**src/inc/tx_refclk_switch_consts.svh**
```systemverilog
`ifndef TX_REFCLK_SWITCH_CONSTS_SVH
`define TX_REFCLK_SWITCH_CONSTS_SVH

// register byte addresses
`define REG_CTRL_ADDR     12'h000
`define REG_STATUS_ADDR   12'h004

// control register fields
`define CTRL_PD_BIT       0
`define CTRL_SD_BIT       1
`define CTRL_RESET        2'h0

// status register fields
`define ST_ACTIVE_BIT     0
`define ST_PENDING_BIT    1
`define ST_BUSY_BIT       2
`define ST_LOCKED_BIT     3
`define ST_FAIL_BIT       4
`define ST_RXRST_BIT      5

// reference clock select encoding
`define REF_PRIMARY       1'b0
`define REF_ALT           1'b1

// default cycle counts
`define RECONFIG_CYCLES   8
`define LOCK_CYCLES       16

`endif

```
**src/inc/tx_refclk_switch_pkg.sv**
```systemverilog
package tx_refclk_switch_pkg;

   typedef enum logic [2:0] {
      SW_IDLE,
      SW_RECONF,
      SW_DONE,
      SW_WAIT_RST_HI,
      SW_WAIT_RST_LO
   } switch_state_type;

endpackage

```
**src/core/tx_refclk_switch_handshake.sv**
```systemverilog
// Implementation choices: the APB register port and the address map.
`timescale 1ns/1ns
`default_nettype none
`include "tx_refclk_switch_consts.svh"

// Contract
// [RULE1] switching allowed unless standard-definition mode set
// [RULE2] integrator picks alternate PLL or dual-input PLL
// [RULE3] controller feeds select to core and reconfigurator
// [RULE4] select 0 primary, select 1 alternate
// [RULE5] controller raises request to start switch
// [RULE6] request with select change or one later
// [RULE7] request held high until reconfiguration done
// [RULE8] done indication driven high when reconfiguration finishes
// [RULE9] controller drops request once done seen
// [RULE10] controller asserts transmitter reset after dropping request
// [RULE11] new rate commits only after reset pulse
// [RULE12] transmit clock locks to the selected reference
// [RULE13] select back to 0 first: stays primary
// [RULE14] transmitter reset active high, core-clock synchronous
// [RULE15] receiver reset active high, level sensitive
// [RULE16] powerdown input resets the TX PLLs
// [RULE17] powerdown output resets selected PLL only; code also holds the in-use PLL on the powerdown bit or txRst
// [RULE18] merged instances share powerdown and reference source
// [RULE19] busy handshake ignores select and new requests
module tx_refclk_switch_handshake #(
   parameter int NUM_PLLS        = 1,
   parameter int CNT_W           = 8,
   parameter int RECONFIG_CYCLES = `RECONFIG_CYCLES,
   parameter int LOCK_CYCLES     = `LOCK_CYCLES
) (
   input  wire logic                ref_clk,
   input  wire logic                rstn,
   input  wire logic                psel,
   input  wire logic                penable,
   input  wire logic                pwrite,
   input  wire logic [11:0]         paddr,
   input  wire logic [31:0]         pwdata,
   output var  logic [31:0]         prdata,
   output var  logic                pready,
   output var  logic                pslverr,
   input  wire logic                pllSel,
   input  wire logic                startReconfig,
   output var  logic                reconfigDone,
   input  wire logic                txRst,
   input  wire logic                rxRst,
   input  wire logic [NUM_PLLS-1:0] pllPowerdownIn,
   output var  logic [NUM_PLLS-1:0] pllPowerdownOut,
   output var  logic                txRefSel,
   output var  logic                txClkLocked,
   output var  logic                rxInReset
);

   tx_refclk_switch_pkg::switch_state_type state_r;

   logic [1:0]        ctrl_r;
   logic              pending_r;
   logic              fail_r;
   logic              selPrev_r;
   logic [CNT_W-1:0]  reconfCnt_r;
   logic [CNT_W-1:0]  lockCnt_r [NUM_PLLS];
   logic [NUM_PLLS-1:0] pllLocked;
   logic              accept;
   logic              apbAccess;
   logic              ctrlHit;
   logic              statusHit;
   logic              failSet;

   // with one PLL both references feed its two inputs, so index stays 0
   function automatic int pllIndex(input logic sel);
      return (NUM_PLLS > 1) ? int'(sel) : 0;
   endfunction

   // new requests only from idle, and never in standard-definition mode
   assign accept = (state_r == tx_refclk_switch_pkg::SW_IDLE) &&
                   startReconfig && !ctrl_r[`CTRL_SD_BIT]; // see [RULE1] [RULE19]

   // a request is taken in the first cycle after select fell from alternate to primary
   assign failSet = accept && selPrev_r == `REF_ALT &&
                    pllSel == `REF_PRIMARY; // see [RULE13]

   assign apbAccess = psel && penable && pready;
   assign ctrlHit   = paddr == `REG_CTRL_ADDR;
   assign statusHit = paddr == `REG_STATUS_ADDR;

   // one wait state keeps read data registered
   always_ff @(posedge ref_clk or negedge rstn) begin
      if (!rstn) begin
         pready <= 1'b0;
      end else begin
         pready <= psel && penable && !pready;
      end
   end

   always_ff @(posedge ref_clk or negedge rstn) begin
      if (!rstn) begin
         prdata  <= 32'h0000_0000;
         pslverr <= 1'b0;
      end else if (psel && penable && !pready) begin
         prdata  <= 32'h0000_0000;
         pslverr <= !(ctrlHit || statusHit);
         if (!pwrite && ctrlHit) begin
            prdata[1:0] <= ctrl_r;
         end else if (!pwrite && statusHit) begin
            prdata[`ST_ACTIVE_BIT]  <= txRefSel;
            prdata[`ST_PENDING_BIT] <= pending_r;
            prdata[`ST_BUSY_BIT]    <=
               state_r != tx_refclk_switch_pkg::SW_IDLE;
            prdata[`ST_LOCKED_BIT]  <= txClkLocked;
            prdata[`ST_FAIL_BIT]    <= fail_r;
            prdata[`ST_RXRST_BIT]   <= rxInReset;
         end
      end else begin
         pslverr <= 1'b0;
      end
   end

   always_ff @(posedge ref_clk or negedge rstn) begin
      if (!rstn) begin
         ctrl_r <= `CTRL_RESET;
      end else if (apbAccess && pwrite && ctrlHit) begin
         ctrl_r <= pwdata[1:0];
      end
   end

   // set wins over a write-one-to-clear in the same cycle
   always_ff @(posedge ref_clk or negedge rstn) begin
      if (!rstn) begin
         fail_r <= 1'b0;
      end else if (failSet) begin
         fail_r <= 1'b1;
      end else if (apbAccess && pwrite && statusHit &&
                   pwdata[`ST_FAIL_BIT]) begin
         fail_r <= 1'b0;
      end
   end

   always_ff @(posedge ref_clk or negedge rstn) begin
      if (!rstn) begin
         selPrev_r <= `REF_PRIMARY;
      end else begin
         selPrev_r <= pllSel;
      end
   end

   // handshake sequencer
   always_ff @(posedge ref_clk or negedge rstn) begin
      if (!rstn) begin
         state_r      <= tx_refclk_switch_pkg::SW_IDLE;
         pending_r    <= `REF_PRIMARY;
         reconfCnt_r  <= '0;
         reconfigDone <= 1'b0;
      end else begin
         case (state_r)
            tx_refclk_switch_pkg::SW_IDLE: begin
               if (accept) begin
                  pending_r   <= pllSel; // see [RULE4] [RULE13]
                  reconfCnt_r <= '0;
                  state_r     <= tx_refclk_switch_pkg::SW_RECONF;
               end
            end
            tx_refclk_switch_pkg::SW_RECONF: begin
               reconfCnt_r <= reconfCnt_r + CNT_W'(1);
               if (reconfCnt_r == CNT_W'(RECONFIG_CYCLES - 1)) begin
                  reconfigDone <= 1'b1; // see [RULE8]
                  state_r      <= tx_refclk_switch_pkg::SW_DONE;
               end
            end
            tx_refclk_switch_pkg::SW_DONE: begin
               if (!startReconfig) begin
                  reconfigDone <= 1'b0;
                  state_r      <= tx_refclk_switch_pkg::SW_WAIT_RST_HI;
               end
            end
            tx_refclk_switch_pkg::SW_WAIT_RST_HI: begin
               if (txRst) begin
                  state_r <= tx_refclk_switch_pkg::SW_WAIT_RST_LO;
               end
            end
            tx_refclk_switch_pkg::SW_WAIT_RST_LO: begin
               if (!txRst) begin
                  state_r <= tx_refclk_switch_pkg::SW_IDLE;
               end
            end
            default: begin
               state_r      <= tx_refclk_switch_pkg::SW_IDLE;
               reconfigDone <= 1'b0;
            end
         endcase
      end
   end

   // the rate in use moves only on the falling reset edge
   always_ff @(posedge ref_clk or negedge rstn) begin
      if (!rstn) begin
         txRefSel <= `REF_PRIMARY;
      end else if (state_r == tx_refclk_switch_pkg::SW_WAIT_RST_LO &&
                   !txRst) begin
         txRefSel <= pending_r; // see [RULE11]
      end
   end

   // PLL lock counters, cleared by the powerdown input
   always_ff @(posedge ref_clk or negedge rstn) begin
      if (!rstn) begin
         for (int i = 0; i < NUM_PLLS; i++) begin
            lockCnt_r[i] <= '0;
         end
      end else begin
         for (int i = 0; i < NUM_PLLS; i++) begin
            if (pllPowerdownIn[i]) begin
               lockCnt_r[i] <= '0; // see [RULE16]
            end else if (lockCnt_r[i] != CNT_W'(LOCK_CYCLES)) begin
               lockCnt_r[i] <= lockCnt_r[i] + CNT_W'(1);
            end
         end
      end
   end

   always_comb begin
      for (int i = 0; i < NUM_PLLS; i++) begin
         pllLocked[i] = lockCnt_r[i] == CNT_W'(LOCK_CYCLES);
      end
   end

   // only the PLL being retuned or in use is held down
   always_ff @(posedge ref_clk or negedge rstn) begin
      if (!rstn) begin
         pllPowerdownOut <= '0;
      end else begin
         for (int i = 0; i < NUM_PLLS; i++) begin
            pllPowerdownOut[i] <=
               (state_r == tx_refclk_switch_pkg::SW_RECONF &&
                i == pllIndex(pending_r)) ||
               ((ctrl_r[`CTRL_PD_BIT] || txRst) &&
                i == pllIndex(txRefSel)); // see [RULE17]
         end
      end
   end

   // reset is taken as a plain synchronous level on the core clock
   always_ff @(posedge ref_clk or negedge rstn) begin
      if (!rstn) begin
         txClkLocked <= 1'b0;
      end else begin
         txClkLocked <= pllLocked[pllIndex(txRefSel)] &&
                        !txRst; // see [RULE12] [RULE14]
      end
   end

   always_ff @(posedge ref_clk or negedge rstn) begin
      if (!rstn) begin
         rxInReset <= 1'b0;
      end else begin
         rxInReset <= rxRst; // see [RULE15]
      end
   end

   // done is registered, so it is seen one edge after the last count
   localparam int DONE_LAG = RECONFIG_CYCLES + 1;
endmodule
`default_nettype wire

```
**config.mk**
```make
export PLATFORM = sky130hd
export DESIGN_NAME = tx_refclk_switch_handshake
export DESIGN_NICKNAME = d
export VERILOG_FILES = /design/src/inc/tx_refclk_switch_pkg.sv /design/src/core/tx_refclk_switch_handshake.sv
export VERILOG_INCLUDE_DIRS = /design/src /design/src/inc
export SDC_FILE = /design/constraint.sdc
export NUM_CORES = 1
export LEC_CHECK = 0
export ABC_AREA = 1
export BUFFER_PORTS_ARGS = -buffer_cell sky130_fd_sc_hd__buf_2
export CAP_MARGIN = 30
export CORE_ASPECT_RATIO = 1.1
export CORE_MARGIN = 2
export CORE_UTILIZATION = 47
export DETAILED_ROUTE_END_ITERATION = 16
export HOLD_SLACK_MARGIN = 0.1
export PLACE_DENSITY = 0.8
export SYNTH_ARGS = -nofsm -noshare
export SYNTH_HDL_FRONTEND = slang
export SYNTH_SLANG_ARGS = --single-unit
```
**constraint.sdc**
```tcl
create_clock -name ref_clk -period 1.6 [get_ports ref_clk]
set_input_delay 0.24 -clock ref_clk [delete_from_list [all_inputs] [get_ports ref_clk]]
set_output_delay 0.24 -clock ref_clk [all_outputs]
set_load 0.1 [all_outputs]
```
==> reports/results.txt, run 1 <==
The run finished with clean final reports. In this run the deepest clock path goes through 2 buffers. During synthesis, Yosys emitted a total of 0 warnings.

Measured along the y axis, the die boundary spans 73.6 um. The flip-flop and latch count after synthesis is 37, and the power per unit of standard cell area is 1460 mW/mm2. The pin count of the biggest net entering global routing was 20; the fraction of the cycle the final worst path needs was 85.2%. After detailed routing, the number of remaining DRC violations is 0. The number of setup violations in the final report came out at 0. In this run the worst hold path is classified as primary input to flop.

Counting tap cells, the placed design contains a total of 355 instances. Summed over all layers, the routed wires come to 3910 um. Summed over all nets, the half-perimeter wirelength after detailed placement is 2990 um. The number of buffers inserted by port buffering is 37, and the H-tree depth reported by CTS is 2.

Post-CTS repair changed the size of 0 cells. Summed over all failing endpoints, the final setup total negative slack is 0 ns. STA classifies the critical path endpoint as an output port.

The cell area after synthesis was 0.00207 mm2; the violation count after the first detailed-routing iteration was 86. Post-synthesis average cell area: 7.84 um2. The tools report the max-slew violation count as 0.

At the worst endpoint, the required time is 1.36 ns. After detailed routing, the number of vias per cell comes to 4.79. Data on the critical path arrives at its endpoint at 1.12 ns.

Yosys mapped the design onto 26 distinct sky130hd cell types. The number of buffers and inverters on the critical path came out at 1. The largest fanout on the critical path came out at 3.

Clock-pin slew was measured on the worst setup and hold paths at 0.08 ns. Clock skew on the completed layout was measured at 0.00891 ns. Counting the buffers created by CTS gives 5. Timing would allow up to 734 MHz.

The final worst hold slack came out at 0.140 ns. TritonCTS built the clock tree. The slack of the worst reg-to-reg path is 0.24 ns, and the count of placed standard cells in the final layout, fillers left out is 366. The largest single stage delay on the critical path is 0.44 ns. The logs give 48.6% for the initial core utilization and 0 for the number of hold-slack violations in the final timing report. In the final routed layout, each cell accounts on average for 10.7 um.

The tools report the via count of the first global-routing pass as 1513. Sequential elements use 44.7% of the synthesized area. The clock net in this run drives a total of 37 sinks. The area growth from synthesis to layout is 15.3%.

STA classifies the critical path startpoint as a flop. The number of antenna diodes in the final layout is 0. The total overflow left after global routing is 0. The static leakage power is 1.31 nW.

The initial antenna violation count is 0. Setup repair after global routing left no endpoint under its margin. Before antenna repair, the detailed router went through 4 iterations. The run gives 0.00425 mm2 as the floorplan core area. The first global-routing pass estimated 6290 um of wire. Buffers added to address setup during post-CTS repair amount to 0. Floorplan die width: 67.3 um.

Among all stages on the critical path, the largest delay is contributed by sky130_fd_sc_hd__buf_2. The tools report the clock root buffer as sky130_fd_sc_hd__clkbuf_8. Grouping stages by cell kind, the critical path spends the most delay in buffers and inverters. The clock period could shrink to 1.36 ns. The count of vias placed by the detailed router was 1752; the total of hold buffers inserted after clock tree synthesis was 3. 93 I/O pins were placed. The global-route usage over all layers was 16.7%; the number of max-cap violations was 0. The critical path in this run is classified as flop to output port. After the last flow step, the layout net total stands at 368. The critical path goes through buf_2.

Synthesis handed over a netlist of 264 instances. The floorplan has 25 rows. The number of nets still failing antenna checks after routing is 0, and the fraction of layout cells with a size suffix above 1 is 20.2%.

The total die area was 0.00495 mm2; the latest clock arrival within the worst-skew pair was 0.29 ns. At the end of routability-driven placement, the weighted congestion stood at 0.841. Across the VDD grid, the largest voltage drop is 0.927 mV.
synth_stat cells:
cell	n	area (um2)
sky130_fd_sc_hd__nand2_1	57	214
sky130_fd_sc_hd__dfrtp_1	37	926
sky130_fd_sc_hd__inv_1	31	116
sky130_fd_sc_hd__buf_4	26	195
sky130_fd_sc_hd__nor2_1	26	97.6
sky130_fd_sc_hd__nand3_1	22	110
sky130_fd_sc_hd__o21ai_0	18	90.1
sky130_fd_sc_hd__a21oi_1	7	35.0
sky130_fd_sc_hd__nand4_1	5	31.3
sky130_fd_sc_hd__nor2_2	5	31.3
sky130_fd_sc_hd__nor3_1	5	25.0
sky130_fd_sc_hd__inv_2	4	15.0
sky130_fd_sc_hd__ha_1	3	37.5
sky130_fd_sc_hd__nand2_4	2	22.5
sky130_fd_sc_hd__nand3_2	2	20.0
sky130_fd_sc_hd__nor2_4	2	22.5
sky130_fd_sc_hd__nor4_1	2	12.5
sky130_fd_sc_hd__o31ai_1	2	15.0
sky130_fd_sc_hd__a21oi_2	1	8.76
sky130_fd_sc_hd__a31oi_1	1	6.26
sky130_fd_sc_hd__and3_1	1	6.26
sky130_fd_sc_hd__conb_1	1	3.75
sky130_fd_sc_hd__nand2_2	1	6.26
sky130_fd_sc_hd__or2_1	1	6.26
sky130_fd_sc_hd__or3_1	1	6.26
sky130_fd_sc_hd__xor2_1	1	8.76
flip-flops by register name, summed over array words and instances (netlist names):
register,flops
fail_r,1
pready,1
pending_r,1
txClkLocked,1
pslverr,1
lockCnt_r,8
state_r,3
reconfCnt_r,8
selPrev_r,1
txRefSel,1
ctrl_r,2
reconfigDone,1
rxInReset,1
prdata,6
pllPowerdownOut,1
path summary, 6_finish.rpt:
check / depth (start not counted) / end / from
worst max register to register: 10 / reconfigDone / reconfCnt_r[0]
max in group asynchronous: 3 / lockCnt_r[4] / rstn
worst min register to register: 2 / fail_r / selPrev_r
worst max-delay path: 1 / pready / pready
min in group asynchronous: 2 / pending_r / rstn
worst min-delay path: 2 / lockCnt_r[4] / pllPowerdownIn
logic make-up after synthesis:
family	share of synthesized area, %
xor+xnor	0.423
other cells	0.181
flops	44.7
compound gates	7.50
simple gates	29.6
buf+inv	15.8
fa+ha+maj	1.81
routing by layer:
metal | vias to the layer above | global-route usage [%] | share of wire (%)
met5 | - | 0 | 0
met3 | 5 | 3.68 | 6.4
met4 | 0 | 6.80 | 1.2
met2 | 51 | 29.3 | 50
li1 | 889 | - | -
met1 | 807 | 19.7 | 43
per-stage QoR:
stage | setup slack (ns) | utilization (%) | area [um2] | total power, mW
floorplan | 0.0444 | - | 2160 | 2.47
global placement | 0.276 | 52.7 | 2240 | 2.65
detailed placement | 0.260 | 52.7 | 2240 | 2.68
CTS | 0.224 | 56.1 | 2390 | 3.51
global route | 0.0772 | 56.1 | 2390 | 3.73
finish | 0.237 | 56.1 | 2390 | 3.49
placed cells by master, fill, tap and decap left out, types with 3 or more instances in the layout:
| cell | Yosys | routed |
|---|---|---|
| sky130_fd_sc_hd__nand2_1 | 57 | 57 |
| sky130_fd_sc_hd__dfrtp_1 | 37 | 37 |
| sky130_fd_sc_hd__buf_2 | 0 | 37 |
| sky130_fd_sc_hd__inv_1 | 31 | 31 |
| sky130_fd_sc_hd__nor2_1 | 26 | 26 |
| sky130_fd_sc_hd__conb_1 | 1 | 26 |
| sky130_fd_sc_hd__nand3_1 | 22 | 22 |
| sky130_fd_sc_hd__o21ai_0 | 18 | 18 |
| sky130_fd_sc_hd__a21oi_1 | 7 | 7 |
| sky130_fd_sc_hd__nor2_2 | 5 | 5 |
| sky130_fd_sc_hd__nand4_1 | 5 | 5 |
| sky130_fd_sc_hd__nor3_1 | 5 | 5 |
| sky130_fd_sc_hd__clkbuf_8 | 0 | 5 |
| sky130_fd_sc_hd__inv_2 | 4 | 4 |
| sky130_fd_sc_hd__ha_1 | 3 | 3 |
| sky130_fd_sc_hd__dlygate4sd3_1 | 0 | 3 |
where the power goes:
part,leakage (nW),switching (mW),internal (mW)
Sequential,0.471,0.152,1.09
Combinational,0.786,1.09,0.347
Clock,0.0543,0.350,0.466
Total,1.31,1.59,1.90
area by class of cell:
type,count,area (um2)
Fill cell,415,1870
Clock inverter,3,46.3
Timing Repair Buffer,41,235
Multi-Input combinational cell,191,911
Sequential cell,37,926
Clock buffer,5,68.8
Inverter,35,131
Tap cell,54,67.6
Power figures use the tool's default switching activity.
==> run 2: changes to the inputs <==
CORE_UTILIZATION = 42   (was 47)
PLACE_DENSITY = 0.75   (was 0.8)
clock period = 1.2 ns   (was 1.6 ns; I/O delays follow)
==> reports/results.txt, run 2 (same netlist as run 1, synthesis figures left out) <==
The run finished, with violations left. The final reports fail on setup timing. The logs give 0 (unchanged) for the number of nets still failing antenna checks after routing and 0.00551 mm2 (+11%) for the total die area.

The initial antenna violation count came out at 0 (unchanged). The worst setup path is captured at a flop. The H-tree depth reported by CTS is 2 (unchanged), and the floorplan die width is 70.9 um (+5.4%).

The largest registers in the layout are lockCnt_r: 8 flops, reconfCnt_r: 8 flops, prdata: 6 flops. The signal on the critical path passes through ha_2, nand2_2, inv_2, nand2_2, nor2_2, nor2_2, nor2_4, buf_4, nand3_2, nand2_1. The number of design rule violations left after detail routing came out at 0 (unchanged).

The static leakage power is 1.49 nW (+13%). The CTS buffer count is 5 (unchanged). After layout, the minimum clock period comes to 1.34 ns. The tools report the pin count of the biggest net entering global routing as 27 (+35%). The run gives 1.38 ns (+0.02 ns) as the endpoint required time on the critical path. The final weighted congestion in routability-driven placement is 0.831 (-1.1%). The run gives 5.12 mW (+47%) as the power consumption.

The antenna diode count came out at 0 (unchanged). In the layout the commonest cells are 52 x sky130_fd_sc_hd__nand2_1, 32 x sky130_fd_sc_hd__dfrtp_1, 26 x sky130_fd_sc_hd__inv_1, 26 x sky130_fd_sc_hd__conb_1, 24 x sky130_fd_sc_hd__buf_2. The delay of the slowest critical-path stage works out to 0.39 ns (-0.05 ns).

CTS placed an instance of sky130_fd_sc_hd__clkbuf_8 at the clock tree root. Aggregate global routing overflow: 0 (unchanged). The global-route usage over all layers came out at 17.0% (+0.23 points). The worst IR drop on VDD was 1.06 mV (+15%); the wire length of the first global-routing pass was 7510 um (+19%). The number of cells traversed by the worst hold path is 3 (+1), and the number of top-level pins is 93 (unchanged). The upper clock frequency limit is 748 MHz, and the final cell area excluding filler cells is 0.00290 mm2 (+21%). TritonCTS built the clock tree. The clock transition time at the flip-flop clock pins of the worst setup and hold paths is 0.08 ns (about the same). The tools report the initial core utilization as 44.2% (-4.5 points).

The tools report the number of hold-slack violations in the final timing report as 0 (unchanged). The fraction of layout cells with a size suffix above 1 works out to 36.6% (+16 points). The family of cells with the greatest summed delay on the critical path was simple AND/OR/NAND/NOR gates.

The timing startpoint of the critical path was reconfCnt_r[0]. The via count normalized by instance count came out at 4.71 (-1.6%). For the TritonCTS sink count, the log shows 37 (unchanged). The library cell used most frequently in the layout, excluding fill and tap cells, is sky130_fd_sc_hd__nand2_1.

In this run the worst hold path is classified as primary input to flop. The instance area at placement was 0.00256 mm2 (+14%); the via count of the first global-routing pass was 1763 (+17%). Path depth of the worst reg2reg path: 10 (unchanged).

Violation count after the first detailed-routing iteration: 100 (+16%). The height of the die came out at 77.6 um (+5.5%). The final clock skew was 0.00504 ns (-0.00387 ns). Latest clock arrival within the worst-skew pair: 0.29 ns (about the same). Among all stages on the critical path, the largest delay is contributed by sky130_fd_sc_hd__dfrtp_1. Wire length per cell: 11.5 um (+7.1%). The number of buffers inserted by port buffering was 37 (unchanged). Final routed wirelength across all metal layers: 4490 um (+15%). The tools report the final worst setup slack as -0.137 ns (-0.373 ns). The number of setup violations in the final report was 7 (+7). The number of buffers and inverters on the critical path is 2 (+1). The power per unit of standard cell area is 1770 mW/mm2 (+21%). The run gives 26 (+4.0%) as the floorplan row count. The tools report the critical path arrival as 1.52 ns (+0.40 ns). The tools report the placed wire-length estimate after detailed placement as 3210 um (+7.4%). The worst hold path begins at pwdata[1]. Of the available clock period, the critical path in the final layout requires 111%. The floorplan core area came out at 0.00468 mm2 (+10%). The count of vias placed by the detailed router is 1847 (+5.4%). The worst setup path is launched from a flop. The largest fanout on the critical path was 5 (+2). Logic depth of the worst setup path including buffers: 10 (+9). Max-slew violation count: 0 (unchanged). The run gives 61.9% (+5.8 points) as the core occupancy in the finished layout.

Setup repair after global routing could not meet its margin everywhere. The number of buffers between clock root and the deepest sink is 2 (unchanged). The growth of design area from synthesis to finish is 40.0%.

The number of nets in the layout is 392 (+6.5%), and the first-pass detailed-route iteration total is 4 (unchanged). The startpoint identified for the worst register-to-register timing path is reconfCnt_r[0]. Number of max-cap violations: 0 (unchanged). The category of the critical setup timing path is flop to flop. The run gives -0.390 ns (-0.390 ns) as the total negative setup slack.
==> run 2: cell count changes in the layout (fill, tap and decap cells not counted), sizes merged <==
cell,delta
dlygate4sd3,+2
clkinv,+1
buf,+22
bufinv,-1
==> run 2: final timing paths <==
check / end / slack, ns
min reg2reg: fail_r / 0.45
max in group asynchronous: pready / 0.45
max: state_r[2] / -0.14
max reg2reg: state_r[2] / -0.14
min in group asynchronous: reconfCnt_r[4] / 0.31
min: ctrl_r[1] / 0.11
==> run 2: worst reg2reg max path: stages, from the launching register on <==
cell                      delay, ns
sky130_fd_sc_hd__dfrtp_1       0.39
sky130_fd_sc_hd__ha_2          0.20
sky130_fd_sc_hd__nand2_2       0.08
sky130_fd_sc_hd__inv_2         0.05
sky130_fd_sc_hd__nand2_2       0.06
sky130_fd_sc_hd__nor2_2        0.04
sky130_fd_sc_hd__nor2_2        0.15
sky130_fd_sc_hd__nor2_4        0.06
sky130_fd_sc_hd__buf_4         0.13
sky130_fd_sc_hd__nand3_2       0.04
sky130_fd_sc_hd__nand2_1       0.04
==> run 2: stage by stage <==
step,std cells,hold slack [ns],worst slack [ns]
after global routing,392,0.114,-0.220
after CTS,388,0.110,-0.117
after floorplan,289,-0.116,-0.0334
final,392,0.113,-0.137
after detailed placement,372,0.0761,-0.104
after global placement,372,0.0753,-0.0855
==> run 2: routing by layer <==
layer / vias up / share of wire, % / global-route usage [%]
met5: - / 0 / 0
met4: 0 / 1.4 / 6.04
met3: 10 / 4.8 / 4.29
met2: 51 / 51 / 29.2
met1: 851 / 43 / 20.5
li1: 935 / - / -
==> run 2: power by group <==
part / switching (mW) / total (mW) / leakage [nW] / internal [mW]
registers: 0.217 / 1.68 / 0.465 / 1.47
logic: 1.66 / 2.59 / 0.978 / 0.937
clock network: 0.442 / 0.843 / 0.0439 / 0.401
total: 2.32 / 5.12 / 1.49 / 2.80
==> run 2: layout make-up <==
class / count / area, um2
clock buffers: 5 / 68.8
clock inverters: 3 / 17.5
fillers: 401 / 1790
inverters: 35 / 134
multi-input cells: 191 / 1060
flip-flops and latches: 37 / 935
well taps: 56 / 70.1
repair buffers: 65 / 616
==> run 2: timing repair <==
| action | in CTS | in global routing |
|---|---|---|
| hold buffers | 5 | 0 |
| setup endpoints to repair | 9 | 20 |
| buffers inserted | 3 | 4 |
| gates resized for setup | 4 | 43 |
| pin swaps | 2 | 8 |
| endpoints found under the hold margin | 42 | 0 |
| cloned | 0 | 0 |
